<file path="src/mifeb_cfg.svh">
// Constants of the interrupt flag and enable bank: offsets, masks, field positions.
// Assumes inclusion by the bank's package, module and bench; definitions only.
//
// Contract
// - Two-bit edge code: off, rise, fall, both
// - Edge fields: pin c 5:4, b 3:2, a 1:0
// - Unimplemented bits ignore writes, read zero
// - Control 0 bit 0 is global enable
// - Control 0: pin a flag 4, enable 1
// - Control 0: comparator flag 5, enable 2
// - Group 0 in control 0; groups 1,2 control 1
// - Control 1: tick0 flag 7, conversion flag 6
// - Control 2: uart a, serial, pin b, tick1
// - Control 3: pin c flag 5, uart b 4
// - Flag one means pending; enable one permits (sub register enables gate nothing: any sub flag raises its group flag)
// - Sub register 0: four timer match flags, enables
// - Sub register 1: four timer match flags, enables
// - Sub register 2: nvdata flag 5, supply low 4
// - Group flag sets when any sub flag sets
// - Global enable zero blocks every interrupt request
// - Servicing clears source flag and global enable
// - Pin flag sets on the selected edge
`ifndef MIFEB_CFG_SVH
`define MIFEB_CFG_SVH

// Byte offsets on the register bus
`define MIFEB_OFS_EDGE     6'h00
`define MIFEB_OFS_CTRL0    6'h04
`define MIFEB_OFS_CTRL1    6'h08
`define MIFEB_OFS_CTRL2    6'h0C
`define MIFEB_OFS_CTRL3    6'h10
`define MIFEB_OFS_SUB0     6'h14
`define MIFEB_OFS_SUB1     6'h18
`define MIFEB_OFS_SUB2     6'h1C
`define MIFEB_REG_COUNT    8

// Register indices
`define MIFEB_IDX_EDGE     3'd0
`define MIFEB_IDX_CTRL0    3'd1
`define MIFEB_IDX_CTRL1    3'd2
`define MIFEB_IDX_CTRL2    3'd3
`define MIFEB_IDX_CTRL3    3'd4
`define MIFEB_IDX_SUB0     3'd5
`define MIFEB_IDX_SUB1     3'd6
`define MIFEB_IDX_SUB2     3'd7

// Implemented bit masks and reset value
`define MIFEB_MASK_EDGE    8'h3F
`define MIFEB_MASK_CTRL0   8'h7F
`define MIFEB_MASK_FULL    8'hFF
`define MIFEB_MASK_HALF    8'h33
`define MIFEB_RESET_VAL    8'h00

// Field positions
`define MIFEB_GIE_BIT      3'd0
`define MIFEB_EDGE_RISE    2'b01
`define MIFEB_EDGE_FALL    2'b10
`define MIFEB_EDGE_BOTH    2'b11
`define MIFEB_EDGE_OFF     2'b00

`endif

</file>
<file path="src/mifeb_pkg.sv">
// Types of the interrupt flag and enable bank.
// Assumes mifeb_cfg.svh sits in the include path.
package mifeb_pkg;
  `include "mifeb_cfg.svh"

  typedef logic [7:0] mifeb_byte_t;

  // Sources in fixed priority order, highest first
  typedef enum logic [3:0] {
    MIFEB_SRC_PIN_A,
    MIFEB_SRC_COMPARATOR,
    MIFEB_SRC_GROUP0,
    MIFEB_SRC_GROUP1,
    MIFEB_SRC_GROUP2,
    MIFEB_SRC_CONVERSION,
    MIFEB_SRC_TICK0,
    MIFEB_SRC_PIN_B,
    MIFEB_SRC_SERIAL,
    MIFEB_SRC_UART_A,
    MIFEB_SRC_TICK1,
    MIFEB_SRC_PIN_C,
    MIFEB_SRC_UART_B
  } mifeb_src_t;

  localparam int MIFEB_SRC_COUNT = 13;
endpackage

</file>
<file path="src/mifeb_bank.sv">
// Interrupt request flag and enable bank with an Avalon-MM slave and a core request port.
// Assumes one clock; event inputs are one-cycle pulses from logic on that clock,
// the external pins are asynchronous and are synchronised here.
`include "mifeb_cfg.svh"
module mifeb_bank (
  input  wire logic                clock,              // System clock, 25 MHz
  input  wire logic                reset,              // Asynchronous reset, active high
  input  wire logic [5:0]          avs_address,        // Byte address
  input  wire logic                avs_read,           // Read request
  input  wire logic                avs_write,          // Write request
  input  wire logic [31:0]         avs_writedata,      // Write data, low byte used
  input  wire logic [3:0]          avs_byteenable,     // Byte enables, lane 0 used
  output logic [31:0]              avs_readdata,       // Read data
  output logic                     avs_waitrequest,    // Stall while high
  input  wire logic [2:0]          ext_pin,            // External interrupt pins a, b, c
  input  wire logic                comparator_evt,     // Comparator output changed
  input  wire logic                conversion_evt,     // Conversion finished
  input  wire logic                tick0_evt,          // Time base 0 tick
  input  wire logic                tick1_evt,          // Time base 1 tick
  input  wire logic                serial_iface_evt,   // Serial module event
  input  wire logic                uart_a_evt,         // First uart event
  input  wire logic                uart_b_evt,         // Second uart event
  input  wire logic [3:0]          group0_sub_evt,     // ptimer_b A, ptimer_b P, stimer A, stimer P
  input  wire logic [3:0]          group1_sub_evt,     // ctimer A, ctimer P, ptimer_a A, ptimer_a P
  input  wire logic [1:0]          group2_sub_evt,     // nvdata write, supply low
  input  wire logic                irq_ack,            // Core services presented request
  output logic                     irq_req,            // Request to the core
  output mifeb_pkg::mifeb_src_t    irq_src             // Source presented to the core
);
  import mifeb_pkg::*;

  // Register file and its next state
  mifeb_byte_t regs_reg  [`MIFEB_REG_COUNT];
  mifeb_byte_t regs_next [`MIFEB_REG_COUNT];
  mifeb_byte_t set_vec   [`MIFEB_REG_COUNT];
  mifeb_byte_t clr_vec   [`MIFEB_REG_COUNT];

  // Bus slave state
  logic [31:0]  readdata_reg;
  logic [31:0]  readdata_next;
  logic         waitrequest_reg;
  logic         waitrequest_next;
  logic         bus_req;
  logic         bus_take;
  logic         wr_take;
  logic         addr_ok;
  logic [2:0]   addr_idx;

  // Core request state
  logic         irq_req_reg;
  logic         irq_req_next;
  mifeb_src_t   irq_src_reg;
  mifeb_src_t   irq_src_next;
  logic         service;
  logic [MIFEB_SRC_COUNT-1:0] pend;
  logic [8:0]   loc;
  logic [8:0]   ack_loc;
  logic         group0_set;
  logic         group1_set;
  logic         group2_set;

  // Pin synchronisers and edge detection
  logic [2:0]   pin_meta_reg;
  logic [2:0]   pin_sync_reg;
  logic [2:0]   pin_prev_reg;
  logic [2:0]   pin_hit;

  // Implemented bits of each register
  function automatic mifeb_byte_t reg_mask(input logic [2:0] idx);
    case (idx)
      `MIFEB_IDX_EDGE:  reg_mask = `MIFEB_MASK_EDGE;
      `MIFEB_IDX_CTRL0: reg_mask = `MIFEB_MASK_CTRL0;
      `MIFEB_IDX_CTRL3: reg_mask = `MIFEB_MASK_HALF;
      `MIFEB_IDX_SUB2:  reg_mask = `MIFEB_MASK_HALF;
      default:          reg_mask = `MIFEB_MASK_FULL;
    endcase
  endfunction

  // Location of a source: {register index, flag bit, enable bit}
  function automatic logic [8:0] src_loc(input logic [3:0] id);
    case (id)
      MIFEB_SRC_PIN_A:      src_loc = {`MIFEB_IDX_CTRL0, 3'd4, 3'd1};
      MIFEB_SRC_COMPARATOR: src_loc = {`MIFEB_IDX_CTRL0, 3'd5, 3'd2};
      MIFEB_SRC_GROUP0:     src_loc = {`MIFEB_IDX_CTRL0, 3'd6, 3'd3};
      MIFEB_SRC_GROUP1:     src_loc = {`MIFEB_IDX_CTRL1, 3'd4, 3'd0};
      MIFEB_SRC_GROUP2:     src_loc = {`MIFEB_IDX_CTRL1, 3'd5, 3'd1};
      MIFEB_SRC_CONVERSION: src_loc = {`MIFEB_IDX_CTRL1, 3'd6, 3'd2};
      MIFEB_SRC_TICK0:      src_loc = {`MIFEB_IDX_CTRL1, 3'd7, 3'd3};
      MIFEB_SRC_PIN_B:      src_loc = {`MIFEB_IDX_CTRL2, 3'd5, 3'd1};
      MIFEB_SRC_SERIAL:     src_loc = {`MIFEB_IDX_CTRL2, 3'd6, 3'd2};
      MIFEB_SRC_UART_A:     src_loc = {`MIFEB_IDX_CTRL2, 3'd7, 3'd3};
      MIFEB_SRC_TICK1:      src_loc = {`MIFEB_IDX_CTRL2, 3'd4, 3'd0};
      MIFEB_SRC_PIN_C:      src_loc = {`MIFEB_IDX_CTRL3, 3'd5, 3'd1};
      MIFEB_SRC_UART_B:     src_loc = {`MIFEB_IDX_CTRL3, 3'd4, 3'd0};
      default:              src_loc = 9'h000;
    endcase
  endfunction

  // One register step: service clear, then bus write, then hardware set, then mask
  function automatic mifeb_byte_t reg_step(input mifeb_byte_t cur, input logic wr, input mifeb_byte_t wdata,
                                           input mifeb_byte_t clr, input mifeb_byte_t set,
                                           input mifeb_byte_t mask);
    mifeb_byte_t v;
    v = cur & ~clr;
    if (wr) begin
      v = wdata;
    end
    reg_step = (v | set) & mask;
  endfunction

  // Pins pass two flops before edge detection; the first flop feeds only the second
  always_ff @(posedge clock or posedge reset) begin
    if (reset) begin
      pin_meta_reg <= 3'h0;
      pin_sync_reg <= 3'h0;
      pin_prev_reg <= 3'h0;
    end else begin
      pin_meta_reg <= ext_pin;
      pin_sync_reg <= pin_meta_reg;
      pin_prev_reg <= pin_sync_reg;
    end
  end

  // Edge match per pin against its two-bit field
  genvar g;
  generate
    for (g = 0; g < 3; g++) begin : gen_edge
      logic [1:0] field;
      logic       rise;
      logic       fall;
      assign field = regs_reg[`MIFEB_IDX_EDGE][2*g+1:2*g];
      assign rise  = pin_sync_reg[g] & ~pin_prev_reg[g];
      assign fall  = ~pin_sync_reg[g] & pin_prev_reg[g];
      assign pin_hit[g] = (field[0] & rise) | (field[1] & fall);

      edge_off_a: assert property (@(posedge clock) disable iff (reset)
        (field == `MIFEB_EDGE_OFF) |-> !pin_hit[g])
        else $error("pin edge detected while its field is off");
    end
  endgenerate

  // Bus decode; a request is taken on the edge where waitrequest is low
  assign bus_req  = avs_read | avs_write;
  assign bus_take = bus_req & ~waitrequest_reg;
  assign addr_ok  = (avs_address[1:0] == 2'b00) && (avs_address[5:2] < 4'(`MIFEB_REG_COUNT));
  assign addr_idx = avs_address[4:2];
  assign wr_take  = avs_write & bus_take & addr_ok & avs_byteenable[0];
  assign service  = irq_ack & irq_req_reg;
  assign ack_loc  = src_loc(irq_src_reg);

  // Next state of the register file, flags and core request
  always_comb begin
    for (int i = 0; i < `MIFEB_REG_COUNT; i++) begin
      set_vec[i] = `MIFEB_RESET_VAL;
      clr_vec[i] = `MIFEB_RESET_VAL;
    end
    // Servicing drops the presented flag and the global enable; sub flags stay
    if (service) begin
      clr_vec[`MIFEB_IDX_CTRL0][`MIFEB_GIE_BIT] = 1'b1;
      clr_vec[ack_loc[8:6]][ack_loc[5:3]] = 1'b1;
    end
    // Sub-source events land in the sub registers first
    set_vec[`MIFEB_IDX_SUB0][7:4] = group0_sub_evt;
    set_vec[`MIFEB_IDX_SUB1][7:4] = group1_sub_evt;
    set_vec[`MIFEB_IDX_SUB2][5:4] = group2_sub_evt;
    for (int i = 5; i < `MIFEB_REG_COUNT; i++) begin
      regs_next[i] = reg_step(regs_reg[i], wr_take && (addr_idx == 3'(i)), avs_writedata[7:0],
                              clr_vec[i], set_vec[i], reg_mask(3'(i)));
    end
    // A group flag sets when any of its sub flags goes from clear to set
    group0_set = |(regs_next[`MIFEB_IDX_SUB0][7:4] & ~regs_reg[`MIFEB_IDX_SUB0][7:4]);
    group1_set = |(regs_next[`MIFEB_IDX_SUB1][7:4] & ~regs_reg[`MIFEB_IDX_SUB1][7:4]);
    group2_set = |(regs_next[`MIFEB_IDX_SUB2][5:4] & ~regs_reg[`MIFEB_IDX_SUB2][5:4]);
    // Primary flags
    set_vec[`MIFEB_IDX_CTRL0][4] = pin_hit[0];
    set_vec[`MIFEB_IDX_CTRL0][5] = comparator_evt;
    set_vec[`MIFEB_IDX_CTRL0][6] = group0_set;
    set_vec[`MIFEB_IDX_CTRL1][4] = group1_set;
    set_vec[`MIFEB_IDX_CTRL1][5] = group2_set;
    set_vec[`MIFEB_IDX_CTRL1][6] = conversion_evt;
    set_vec[`MIFEB_IDX_CTRL1][7] = tick0_evt;
    set_vec[`MIFEB_IDX_CTRL2][4] = tick1_evt;
    set_vec[`MIFEB_IDX_CTRL2][5] = pin_hit[1];
    set_vec[`MIFEB_IDX_CTRL2][6] = serial_iface_evt;
    set_vec[`MIFEB_IDX_CTRL2][7] = uart_a_evt;
    set_vec[`MIFEB_IDX_CTRL3][4] = uart_b_evt;
    set_vec[`MIFEB_IDX_CTRL3][5] = pin_hit[2];
    for (int i = 0; i < 5; i++) begin
      regs_next[i] = reg_step(regs_reg[i], wr_take && (addr_idx == 3'(i)), avs_writedata[7:0],
                              clr_vec[i], set_vec[i], reg_mask(3'(i)));
    end
    // Pending sources, judged on next state so the request never lags a clear
    for (int k = 0; k < MIFEB_SRC_COUNT; k++) begin
      loc = src_loc(4'(k));
      pend[k] = regs_next[loc[8:6]][loc[5:3]] & regs_next[loc[8:6]][loc[2:0]];
    end
    // Fixed priority: the lowest index wins
    irq_src_next = irq_src_reg;
    for (int k = MIFEB_SRC_COUNT - 1; k >= 0; k--) begin
      if (pend[k]) begin
        irq_src_next = mifeb_src_t'(4'(k));
      end
    end
    irq_req_next = regs_next[`MIFEB_IDX_CTRL0][`MIFEB_GIE_BIT] & (|pend);
  end

  // Bus answer: one stall cycle, then waitrequest low for the taking edge
  always_comb begin
    waitrequest_next = ~(bus_req & waitrequest_reg);
    readdata_next    = readdata_reg;
    if (avs_read && waitrequest_reg) begin
      readdata_next = addr_ok ? {24'h00_0000, regs_reg[addr_idx]} : 32'h0000_0000;
    end
  end

  // Registers of the bank
  always_ff @(posedge clock or posedge reset) begin
    if (reset) begin
      for (int i = 0; i < `MIFEB_REG_COUNT; i++) begin
        regs_reg[i] <= `MIFEB_RESET_VAL;
      end
      readdata_reg    <= 32'h0000_0000;
      waitrequest_reg <= 1'b1;
      irq_req_reg     <= 1'b0;
      irq_src_reg     <= MIFEB_SRC_PIN_A;
    end else begin
      for (int i = 0; i < `MIFEB_REG_COUNT; i++) begin
        regs_reg[i] <= regs_next[i];
      end
      readdata_reg    <= readdata_next;
      waitrequest_reg <= waitrequest_next;
      irq_req_reg     <= irq_req_next;
      irq_src_reg     <= irq_src_next;
    end
  end

  assign avs_readdata    = readdata_reg;
  assign avs_waitrequest = waitrequest_reg;
  assign irq_req         = irq_req_reg;
  assign irq_src         = irq_src_reg;

  // Unimplemented positions never hold ones
  unimpl_zero_a: assert property (@(posedge clock) disable iff (reset)
    (regs_reg[`MIFEB_IDX_EDGE][7:6] == 2'b00) && (regs_reg[`MIFEB_IDX_CTRL0][7] == 1'b0) &&
    (regs_reg[`MIFEB_IDX_CTRL3][3:2] == 2'b00) && (regs_reg[`MIFEB_IDX_SUB2][7:6] == 2'b00))
    else $error("unimplemented bit holds a one");

  // A request is only presented while the global enable is set
  gie_block_a: assert property (@(posedge clock) disable iff (reset)
    irq_req_reg |-> regs_reg[`MIFEB_IDX_CTRL0][`MIFEB_GIE_BIT])
    else $error("request presented with global enable clear");

  // Servicing clears the global enable unless a write lands in the same cycle
  service_gie_a: assert property (@(posedge clock) disable iff (reset)
    (service && !wr_take) |=> !regs_reg[`MIFEB_IDX_CTRL0][`MIFEB_GIE_BIT] && !irq_req_reg)
    else $error("global enable survived servicing");

  // Servicing group 1 leaves its sub flags alone
  sub_keep_a: assert property (@(posedge clock) disable iff (reset)
    (service && !wr_take && regs_reg[`MIFEB_IDX_SUB1][4]) |=> regs_reg[`MIFEB_IDX_SUB1][4])
    else $error("sub flag cleared by servicing");

  // A sub flag rising carries its group flag with it
  group_set_a: assert property (@(posedge clock) disable iff (reset)
    $rose(regs_reg[`MIFEB_IDX_SUB1][6]) |-> regs_reg[`MIFEB_IDX_CTRL1][4])
    else $error("group 1 flag missed a sub flag");

  // A comparator event beats a write of zero in the same cycle
  set_wins_a: assert property (@(posedge clock) disable iff (reset)
    (comparator_evt && wr_take && addr_idx == `MIFEB_IDX_CTRL0 && !avs_writedata[5])
    |=> regs_reg[`MIFEB_IDX_CTRL0][5])
    else $error("comparator event lost to a write");

  // Comparator pending and enabled outranks every source below it
  prio_a: assert property (@(posedge clock) disable iff (reset)
    (irq_req_reg && regs_reg[`MIFEB_IDX_CTRL0][5] && regs_reg[`MIFEB_IDX_CTRL0][2] &&
     !(regs_reg[`MIFEB_IDX_CTRL0][4] && regs_reg[`MIFEB_IDX_CTRL0][1]))
    |-> irq_src_reg == MIFEB_SRC_COMPARATOR)
    else $error("comparator not presented ahead of lower sources");

  // A pin b edge sets its flag at the next edge
  pin_flag_a: assert property (@(posedge clock) disable iff (reset)
    pin_hit[1] |=> regs_reg[`MIFEB_IDX_CTRL2][5])
    else $error("pin b edge did not set its flag");

  // A held request is answered after exactly one stall cycle
  bus_answer_a: assert property (@(posedge clock) disable iff (reset)
    (bus_req && waitrequest_reg) |=> !waitrequest_reg ##1 waitrequest_reg)
    else $error("bus answer not after one stall cycle");

  // The presented source is itself pending and enabled, never a stale index
  req_pending_a: assert property (@(posedge clock) disable iff (reset)
    irq_req_reg |-> regs_reg[ack_loc[8:6]][ack_loc[5:3]] && regs_reg[ack_loc[8:6]][ack_loc[2:0]])
    else $error("presented source not pending and enabled");

  // A write of one to the global enable lands even over a service clear
  gie_write_a: assert property (@(posedge clock) disable iff (reset)
    (wr_take && addr_idx == `MIFEB_IDX_CTRL0 && avs_writedata[0])
    |=> regs_reg[`MIFEB_IDX_CTRL0][`MIFEB_GIE_BIT])
    else $error("global enable write did not land");

  // A pin a edge sets its flag at the next edge
  pin_a_flag_a: assert property (@(posedge clock) disable iff (reset)
    pin_hit[0] |=> regs_reg[`MIFEB_IDX_CTRL0][4])
    else $error("pin a edge did not set its flag");

  // A finished conversion sets its flag at the next edge
  conv_flag_a: assert property (@(posedge clock) disable iff (reset)
    conversion_evt |=> regs_reg[`MIFEB_IDX_CTRL1][6])
    else $error("conversion event did not set its flag");

  // A serial module event sets its flag at the next edge
  serial_flag_a: assert property (@(posedge clock) disable iff (reset)
    serial_iface_evt |=> regs_reg[`MIFEB_IDX_CTRL2][6])
    else $error("serial event did not set its flag");

  // A second uart event sets its flag at the next edge
  uart_b_flag_a: assert property (@(posedge clock) disable iff (reset)
    uart_b_evt |=> regs_reg[`MIFEB_IDX_CTRL3][4])
    else $error("second uart event did not set its flag");

  // Timer match events land in the top nibble of their sub registers
  sub0_match_a: assert property (@(posedge clock) disable iff (reset)
    group0_sub_evt[3] |=> regs_reg[`MIFEB_IDX_SUB0][7])
    else $error("sub register 0 missed a match event");

  sub1_match_a: assert property (@(posedge clock) disable iff (reset)
    group1_sub_evt[0] |=> regs_reg[`MIFEB_IDX_SUB1][4])
    else $error("sub register 1 missed a match event");

  // A data store event sets its sub flag at the next edge
  nvdata_flag_a: assert property (@(posedge clock) disable iff (reset)
    group2_sub_evt[1] |=> regs_reg[`MIFEB_IDX_SUB2][5])
    else $error("data store event did not set its flag");
endmodule // mifeb_bank

</file>
<file path="config.mk">
export PLATFORM = sky130hd
export DESIGN_NAME = mifeb_bank
export DESIGN_NICKNAME = d
export VERILOG_FILES = /design/src/mifeb_pkg.sv /design/src/mifeb_bank.sv
export VERILOG_INCLUDE_DIRS = /design/src
export SDC_FILE = /design/constraint.sdc
export NUM_CORES = 1
export LEC_CHECK = 0
export CORE_ASPECT_RATIO = 1.2
export CORE_MARGIN = 2
export CORE_UTILIZATION = 38
export CTS_CLUSTER_SIZE = 25
export DETAILED_ROUTE_END_ITERATION = 12
export DONT_BUFFER_PORTS = 1
export SLEW_MARGIN = 20
export SYNTH_ARGS = -nofsm -noshare
export SYNTH_HDL_FRONTEND = slang
export SYNTH_SLANG_ARGS = --single-unit
</file>
<file path="constraint.sdc">
create_clock -name clock -period 3 [get_ports clock]
set_input_delay 0.15 -clock clock [delete_from_list [all_inputs] [get_ports clock]]
set_output_delay 0.15 -clock clock [all_outputs]
set_load 0.02 [all_outputs]
</file>
* Word level (Yosys, flattened, before mapping)
Memory sizes are Yosys's and may differ from the RTL's.
Index checks and enable logic that the tools add are counted.
** Operators by class
- Muxes and demuxes :: 30
- $lt $le $gt $ge :: 6
- Bitwise logic cells :: 75
- Equality and inequality tests :: 7
- Reductions and logical operators :: 19
** Operators by type and width (number)
- $mux 8 :: 8
- $mux 62 :: 1
- $mux 4 :: 13
- $and 1x1->1 :: 32
- $and 8x8->8 :: 4
- $not 8->8 :: 4
- $or 8x8->8 :: 4
- $bmux 8 s3 :: 1
- $demux 8 s3 :: 1
- $and 6x6->6 :: 3
- $mux 6 :: 3
- $not 6->6 :: 3
- $reduce_bool 13->1 :: 1
- $reduce_or 13->1 :: 1
- $eq 3x3->1 const B :: 4
- $logic_and 1x1->1 :: 12
- $or 6x6->6 :: 2
- $and 4x4->4 :: 2
- $ge 4x4->1 const B :: 2
- $not 1->1 :: 8
- $not 3->4 :: 2
- $not 4->4 :: 2
- $reduce_or 4->1 :: 2
- $and 7x7->7 :: 1
- 17 further kinds :: 21
** Storage, ports and cells
- Word-level logic and storage cells :: 153
- Register bits :: 100
- ROM bits :: 128
- Output and inout port bits :: 38
- Memories :: 1
** Memory list
- (name not given) :: depth 16, width 8, read ports 1, clocked after memory_dff 0, wr ports 0, RTL line mifeb_bank.sv:81 : case (id)

* Logic depth before layout (Yosys ltp)
Gate-level depths: netlist of run 1.
An unclocked memory read counts as a cell.
- Depth after elaboration :: 26
- Mapped depth :: 11
- Mapped depth without buffers :: 10

* Worst setup path after synthesis of run 1
OpenSTA, ideal clock, no wires.
- Path type :: register to register
- From :: reg irq_src_reg[0] (netlist: irq_src[0])
- To :: reg irq_req_reg (netlist: irq_req)
- Path buffers :: 0
- Stages on the path, launching flop included :: 10
- Setup time :: 0.124 ns
- Path slack :: 0.180 ns
- Period minus slack after synthesis :: 2.820 ns
- Arrival :: 2.696 ns
- Cell sequence :: dfrtp_1 inv_1 ha_1 mux2_2 mux2_4 or4_1 a221oi_2 nor2b_1 nand4b_4 o31a_1
** Between the ends
- Longest elaborated chain between the ends :: 18
- Elaborated cells on any way between the ends :: 62
- Classes of those cells :: 4 x order compare; 12 x mux; 39 x bitwise; 6 x reduce/logical; 1 x memory
** RTL lines
- from (decl) :: RTL line mifeb_bank.sv:52 : mifeb_src_t irq_src_reg;
- from (signal assigned) :: RTL line mifeb_bank.sv:233 : irq_src_reg <= irq_src_next;
- $mem_v2 16x8 (*)
- $lt 3x4->1 (not written as such) / $ge 3x1->1 (equally long branches) :: RTL line mifeb_bank.sv:160 : clr_vec[ack_loc[8:6]][ack_loc[5:3]] = 1'b1;
- $logic_and 1x1->1 (not written as such) :: RTL line mifeb_bank.sv:160
- $mux 1 (not written as such) :: RTL line mifeb_bank.sv:160
- $demux 1 s3 :: RTL line mifeb_bank.sv:160
- $mux 8 (not written as such) :: RTL line mifeb_bank.sv:160
- $demux 8 s3 (*) :: RTL line mifeb_bank.sv:160
- $mux 62 (*) :: RTL line mifeb_bank.sv:158 : if (service) begin
- [... 3 more ...]
- $or 8x8->8 / $or 6x6->6 (equally long branches) :: RTL line mifeb_bank.sv:108 : reg_step = (v | set) & mask;
- $and 4x4->4 (tied with other cells) :: RTL line mifeb_bank.sv:171 : group0_set = |(regs_next[`MIFEB_IDX_SUB0][7:4] & ~regs_reg[`MIFEB_IDX_SUB0][7:4]);
- $reduce_or 4->1 (tied with other cells) :: RTL line mifeb_bank.sv:171
- $or 7x7->7 / $or 8x8->8 (equally long branches) :: RTL line mifeb_bank.sv:108
- $and 1x1->1 :: RTL line mifeb_bank.sv:195 : pend[k] = regs_next[loc[8:6]][loc[5:3]] & regs_next[loc[8:6]][loc[2:0]];
- $reduce_or 13->1 (*) :: RTL line mifeb_bank.sv:204 : irq_req_next = regs_next[`MIFEB_IDX_CTRL0][`MIFEB_GIE_BIT] & (|pend);
- $and 1x1->1 (*) :: RTL line mifeb_bank.sv:204
- via irq_req_next :: RTL line mifeb_bank.sv:51 : logic irq_req_next;
- to (signal assigned) :: RTL line mifeb_bank.sv:232 : irq_req_reg <= irq_req_next;
- to (decl) :: RTL line mifeb_bank.sv:50 : logic irq_req_reg;
The timed path passes the listed nets; every way through them passes the cells marked *.
A chain may end at the register's enable or synchronous reset.

* Worst setup path after layout of run 1
Ends and elaborated chain as after synthesis.

==> results.py, run 1 <==
metrics = {
    "sta": {
        "rsz0062_at_grt": "false",
        "drv_slew": 0,
        "fin_crit_ns": 2.866,
        "max_freq_mhz": 348.9,
        "holdWs_ns": 0.009276,
        "tightestPinTransition_ns": 0.7525,
        "finalSetupViolations": 0,
        "finalHoldViolCount": 0,
        "finalSetupTns_ns": 0,
        "relSlewSlack": 0.4983,
        "finalCritPeriodShare": 0.9553,
        "finClkSkew_ns": 0.008293,
    },
    "place": {
        "dp_hpwl_mm": 8.837,
        "gp_congestion": 0.8485,
        "dp.cells": 587,
        "port_buffers": 0,
    },
    "clocking": {
        "cts_buffers": 9,
        "cts-root-buf": "clkbuf_16",
        "clkTransAtPathRegs_ns": 0.06,
        "clockBufferDepth": 2,
        "clock_latency_ns": 0.34,
        "cts_sinks": 76,
        "h-tree-depth": 3,
        "cts_tree": "yes",
    },
    "layout": {
        "num_antenna_cells": 0,
        "drive_above_1_share": 0.1887,
        "nets": 545,
        "syn2layout_area_growth_pct": 18.99,
        "largest_reg_flops": 47,
        "filler_cell_count": 1077,
        "utilization": 0.4596,
        "fin_cells": 634,
        "multi_input_area_sq_um": 2301,
        "area.sequential_sq_um": 1904,
    },
    "synthesis": {
        "synth_seq_cells": 76,
        "yosysWarnings": 0,
        "yosysTopAreaCellShare": 0.4221,
        "synthArstFlopShare": 1.000,
        "syn-cell-area_sq_um": 4447,
        "synthTopCellsByArea": "dfrtp_1, mux2_2, buf_4",
        "synth_flop_cell": "dfrtp_1",
        "avgSynthCellArea_sq_um": 10.20,
        "synth_top_area_cell": "dfrtp_1",
        "synth-edff-count": 0,
        "syn_inst": 436,
        "ys_seq_area_frac": 0.4280,
        "ys_types": 72,
    },
    "setup_path": {
        "slowest_delay_ns": 0.43,
        "cp.buffers_inverters": 1,
        "critPathTopFamily": "simple AND/OR/NAND/NOR gates",
        "crit_chain": "inv_1 > ha_1 > mux2_2 > mux2_4 > or4_1 > a221oi_2 > nor2b_1 > nand4b_4 > o31a_1",
        "required_ns": 3.23,
        "crit_slowest_cell": "or4_1",
        "startpoint_type": "register",
        "worst_ep_arrival_time_ns": 3.09,
        "crit_start": "irq_src[0]",
        "rr_startpoint": "irq_src[0]",
        "path_max_fanout": 10,
        "cp-end-kind": "register",
        "critPathKind": "reg2reg",
    },
    "die": {
        "ioPinCount": 105,
        "dieArea_sq_um": 12590,
        "die_y_microns": 122.5,
        "initial_utilization": 0.3862,
        "core_area_sq_um": 11510,
        "num_rows": 43,
        "die_w_microns": 102.8,
    },
    "route": {
        "drtIter0Drc": 185,
        "drt-total-wl_mm": 12.21,
        "drt_first_pass_iters": 4,
        "post_drt_wl_per_cell_microns": 19.26,
        "ant_nets": 0,
        "drc_errors": 0,
        "num_vias": 3510,
        "via_per_inst": 5.536,
    },
    "global_route": {
        "grt_antenna_before_repair": 0,
        "grt_pass1_wl_mm": 19.12,
        "grt_max_degree": 61,
        "grt-ovfl-total": 0,
        "grt_pass1_vias": 3559,
        "grt.total_usage": 0.2037,
    },
    "min_path": {
        "min_from": "avs_writedata[5]",
        "hold_class": "in2reg",
    },
    "power_and_ir_drop": {
        "vdd_drop_max_uv": 270.7,
        "p_leak_nw": 2.259,
        "p_per_area_nw_per_um2": 643.0,
        "p_total_mw": 3.403,
    },
    "run_status": {
        "status": "complete, no violations",
    },
    "job": {
        "max-cap-violations": 0,
    },
}
## layout by cell type, fill, tap and decap left out, types with 6 or more instances in the layout
| master | n |
|---|---|
| nor2b_1 | 7 |
| conb_1 | 24 |
| inv_1 | 22 |
| nand3b_1 | 9 |
| clkbuf_16 | 9 |
| nand2b_1 | 7 |
| mux2_2 | 21 |
| a211o_1 | 7 |
| mux2i_1 | 10 |
| a21oi_1 | 19 |
| dlygate4sd3_1 | 30 |
| mux4_2 | 8 |
| o41ai_2 | 7 |
| buf_4 | 18 |
| nand3_1 | 7 |
| ha_1 | 6 |
| nor2_1 | 18 |
| o211ai_1 | 6 |
| dfrtp_1 | 74 |
| nand2_1 | 42 |
| o21ai_0 | 33 |
## cell usage after synthesis, types with 3 or more instances
master and instances:
a211o_1 7, a21oi_1 19, a31oi_1 4, buf_1 3, buf_4 26, clkbuf_1 14, dfrtp_1 75, ha_1 6
inv_1 23, mux2_2 21, mux2i_1 10, mux4_2 8, nand2_1 42, nand2b_1 7, nand3_1 7, nand3b_1 9
nor2_1 18, nor2b_1 7, nor4_2 3, o211ai_1 6, o21ai_0 34, o21ai_1 4, o22ai_1 5, o41ai_1 9
or3_1 5
## stage by stage
step	setup slack, ns	area (sq um)
floorplan	0.1804	4533
global placement	0.1162	4578
detailed placement	0.03311	4578
CTS	0.01779	5244
global route	0.01069	5291
finish	0.1342	5291
## report_power, final
group / switching (mW) / internal [mW]
Sequential: 0.0936 / 1.11
Clock: 0.426 / 0.898
Combinational: 0.521 / 0.357
## per-layer routing
metal  vias to the layer above  wire length (microns)  track usage
met3                        34                    560      0.03702
met1                      1758                   4791       0.2424
met2                        94                   6392       0.3529
met4                         0                    467      0.09622
li1                       1624                      -            -
met5                         -                      0            0
## final timing paths
kind	slack [ns]	endpoint	depth (start not counted)
max	0.13	irq_req	9
min	0.009	regs_reg[13]	2
max reg2reg	0.13	irq_req	9
min reg2reg	0.35	pin_sync_reg[1]	0
max in group asynchronous	1.84	regs_reg[49]	3
min in group asynchronous	0.44	regs_reg[15]	2
## cells by family (layout without fill, tap and decap cells)
| kind of cell | Yosys count | in the layout | share of synthesized area |
|---|---|---|---|
| adder cells (fa/ha/maj) | 6 | 6 | 0.01688 |
| AO/OA/AOI/OAI | 120 | 120 | 0.1866 |
| buffers and inverters | 69 | 87 | 0.08244 |
| multiplexers | 40 | 40 | 0.1196 |
| AND/OR/NAND/NOR | 124 | 124 | 0.1657 |
| other | 1 | 24 | 0.0008433 |
| flip-flops | 76 | 76 | 0.4280 |
## layout make-up
type | count | share of cell area
timing repair buffer | 48 | 0.08229
sequential | 76 | 0.3599
multi-input combinational | 314 | 0.4349
clock inverter | 6 | 0.02577
inverter | 23 | 0.01679
tap | 157 | 0.03712
clock buffer | 10 | 0.04327
## repair_timing
action                                 CTS  global route
hold buffers                            30             0
endpoints found under the hold margin  104             0
setup buffers                            0             1
setup endpoints to repair                0             3
resized for setup                        0             7
No activity file was read; power rests on OpenSTA's default activity.
==> run 2, diff against run 1 <==
Settings changed: CORE_UTILIZATION 38 to 42.
==> run 2 against run 1 <==
Non-clock buffer count stayed put. Sequential cell count stayed put. Worst hold slack worse by 0.0046 ns. Wire length is 1.1% higher. Fmax is 0.76% lower. Via count is 0.48% higher.
==> results.py, run 2 (same netlist as run 1, synthesis figures left out) <==
metrics = {
    "clocking": {
        "h-tree-depth": 3,
        "cts_buffers": 9,
        "clockBufferDepth": 2,
        "clock_latency_ns": 0.35,
        "cts_tree": "yes",
        "cts_sinks": 76,
        "cts-root-buf": "clkbuf_16",
        "clkTransAtPathRegs_ns": 0.06,
    },
    "min_path": {
        "hold_class": "in2reg",
        "min_from": "avs_writedata[2]",
    },
    "setup_path": {
        "crit_start": "irq_src[1]",
        "rr_startpoint": "irq_src[1]",
        "crit_slowest_cell": "or4_1",
        "slowest_delay_ns": 0.44,
        "required_ns": 3.26,
        "crit_chain": "buf_4 > ha_1 > mux2_2 > mux2_4 > or4_1 > a221oi_2 > nor2b_2 > nand4b_4 > nor3_2 > o2bb2ai_1",
        "critPathTopFamily": "simple AND/OR/NAND/NOR gates",
        "cp-end-kind": "register",
        "startpoint_type": "register",
        "worst_ep_arrival_time_ns": 3.15,
        "critPathKind": "reg2reg",
        "cp.buffers_inverters": 1,
        "path_max_fanout": 10,
    },
    "place": {
        "dp_hpwl_mm": 8.636,
        "placement.cell_area_sq_um": 4521,
        "port_buffers": 0,
        "gp_congestion": 0.8787,
    },
    "power_and_ir_drop": {
        "vdd_drop_max_uv": 388.0,
        "p_per_area_nw_per_um2": 609.8,
        "p_leak_nw": 2.223,
    },
    "die": {
        "ioPinCount": 105,
        "core_area_sq_um": 10410,
        "die_w_microns": 97.93,
        "die_y_microns": 116.7,
        "initial_utilization": 0.4270,
        "dieArea_sq_um": 11430,
        "num_rows": 41,
    },
    "route": {
        "ant_nets": 0,
        "wl_met2_mm": 6.452,
        "via_per_inst": 5.820,
        "met1Wirelength_mm": 4.945,
        "drtIter0Drc": 243,
        "num_vias": 3527,
        "drt_first_pass_iters": 4,
        "drt-total-wl_mm": 12.35,
        "wl_met3_microns": 574,
        "drc_errors": 0,
        "post_drt_wl_per_cell_microns": 20.37,
        "highest_layer": "met4",
    },
    "job": {
        "max-cap-violations": 0,
    },
    "run_status": {
        "status": "complete, no violations",
    },
    "layout": {
        "nets": 545,
        "final_cell_mix": "dfrtp_1, nand2_1, o21ai_0, dlygate4sd3_1, conb_1",
        "final_common_cell": "dfrtp_1",
        "largest_reg_flops": 47,
        "num_antenna_cells": 0,
        "postLayoutCellArea_sq_um": 5231,
        "filler_cell_count": 970,
        "syn2layout_area_growth_pct": 17.64,
        "drive_above_1_share": 0.1929,
    },
    "sta": {
        "drv_slew": 0,
        "finalCritPeriodShare": 0.9626,
        "finalSetupViolations": 0,
        "finalSetupTns_ns": 0,
        "tightestPinTransition_ns": 0.7328,
        "finClkSkew_ns": 0.008091,
        "holdWs_ns": 0.004653,
        "max_freq_mhz": 346.3,
        "finalHoldViolCount": 0,
        "relSlewSlack": 0.5114,
        "fin_crit_ns": 2.888,
    },
    "global_route": {
        "grt.total_usage": 0.2200,
        "grt_max_degree": 57,
        "grt-ovfl-total": 0,
        "grt_pass1_vias": 3478,
        "grt_antenna_before_repair": 0,
        "grt_pass1_wl_mm": 19.00,
    },
}
## run 2: cell count changes in the layout (fill, tap and decap cells not counted), moves of 2 or more
cell / before / now
o41ai_2: 7 / 4
bufinv_16: 4 / 1
clkinv_2: 0 / 2
o41ai_1: 4 / 6
o21ai_1: 5 / 3
clkbuf_8: 0 / 2
## run 2: report_power, final
| part | switching, mW | internal [mW] |
|---|---|---|
| registers | 0.110 | 1.11 |
| logic | 0.522 | 0.342 |
| clock network | 0.423 | 0.686 |
| total | 1.06 | 2.13 |
## run 2: metal layers
| metal | vias to the layer above | global-route usage |
|---|---|---|
| li1 | 1631 | - |
| met1 | 1757 | 0.2597 |
| met2 | 114 | 0.3995 |
| met3 | 25 | 0.03651 |
| met4 | 0 | 0.09167 |
| met5 | - | 0 |
## run 2: cell type report
cell class | instances | area, sq um | area share
clock inverters | 4 | 47.55 | 0.009089
repair buffers | 48 | 437.9 | 0.08371
multi-input cells | 314 | 2336 | 0.4465
flip-flops and latches | 76 | 1903 | 0.3638
well taps | 129 | 161.4 | 0.03085
clock buffers | 12 | 256.5 | 0.04903
inverters | 23 | 88.84 | 0.01698
## run 2: stage by stage
stage / instances / setup slack, ns / utilization / total power, mW
final: 606 / 0.1122 / 0.5023 / 3.190
after global routing: 606 / -0.009998 / 0.5023 / 3.332
after CTS: 602 / 0.07707 / 0.4921 / 3.138
after detailed placement: 556 / 0.1028 / 0.4341 / 1.993
after global placement: 556 / 0.1589 / 0.4341 / 1.979
after floorplan: 459 / 0.1804 / - / 1.805
## run 2: timing repair
| item | 4_1_cts | 5_1_grt |
|---|---|---|
| resized for setup | 0 | 11 |
| setup buffers | 0 | 3 |
| endpoints found under the hold margin | 101 | 1 |
| endpoints found under the setup margin | 0 | 3 |
| hold buffers | 30 | 1 |
## run 2: path summary, 6_finish.rpt
kind,endpoint,slack [ns],depth (start not counted)
max,irq_src[1],0.11,10
min,regs_reg[50],0.005,1
max reg2reg,irq_src[1],0.11,10
min reg2reg,pin_sync_reg[0],0.35,0
max in group asynchronous,avs_waitrequest,1.86,3
min in group asynchronous,pin_meta_reg[1],0.40,2
## run 2: worst register-to-register path: cells and delay by family, from the launching register on
kind	cells	cell delay [ns]
simple gates	4	0.99
buf+inv	1	0.17
fa+ha+maj	1	0.18
flops	1	0.40
compound gates	2	0.44
mux	2	0.63
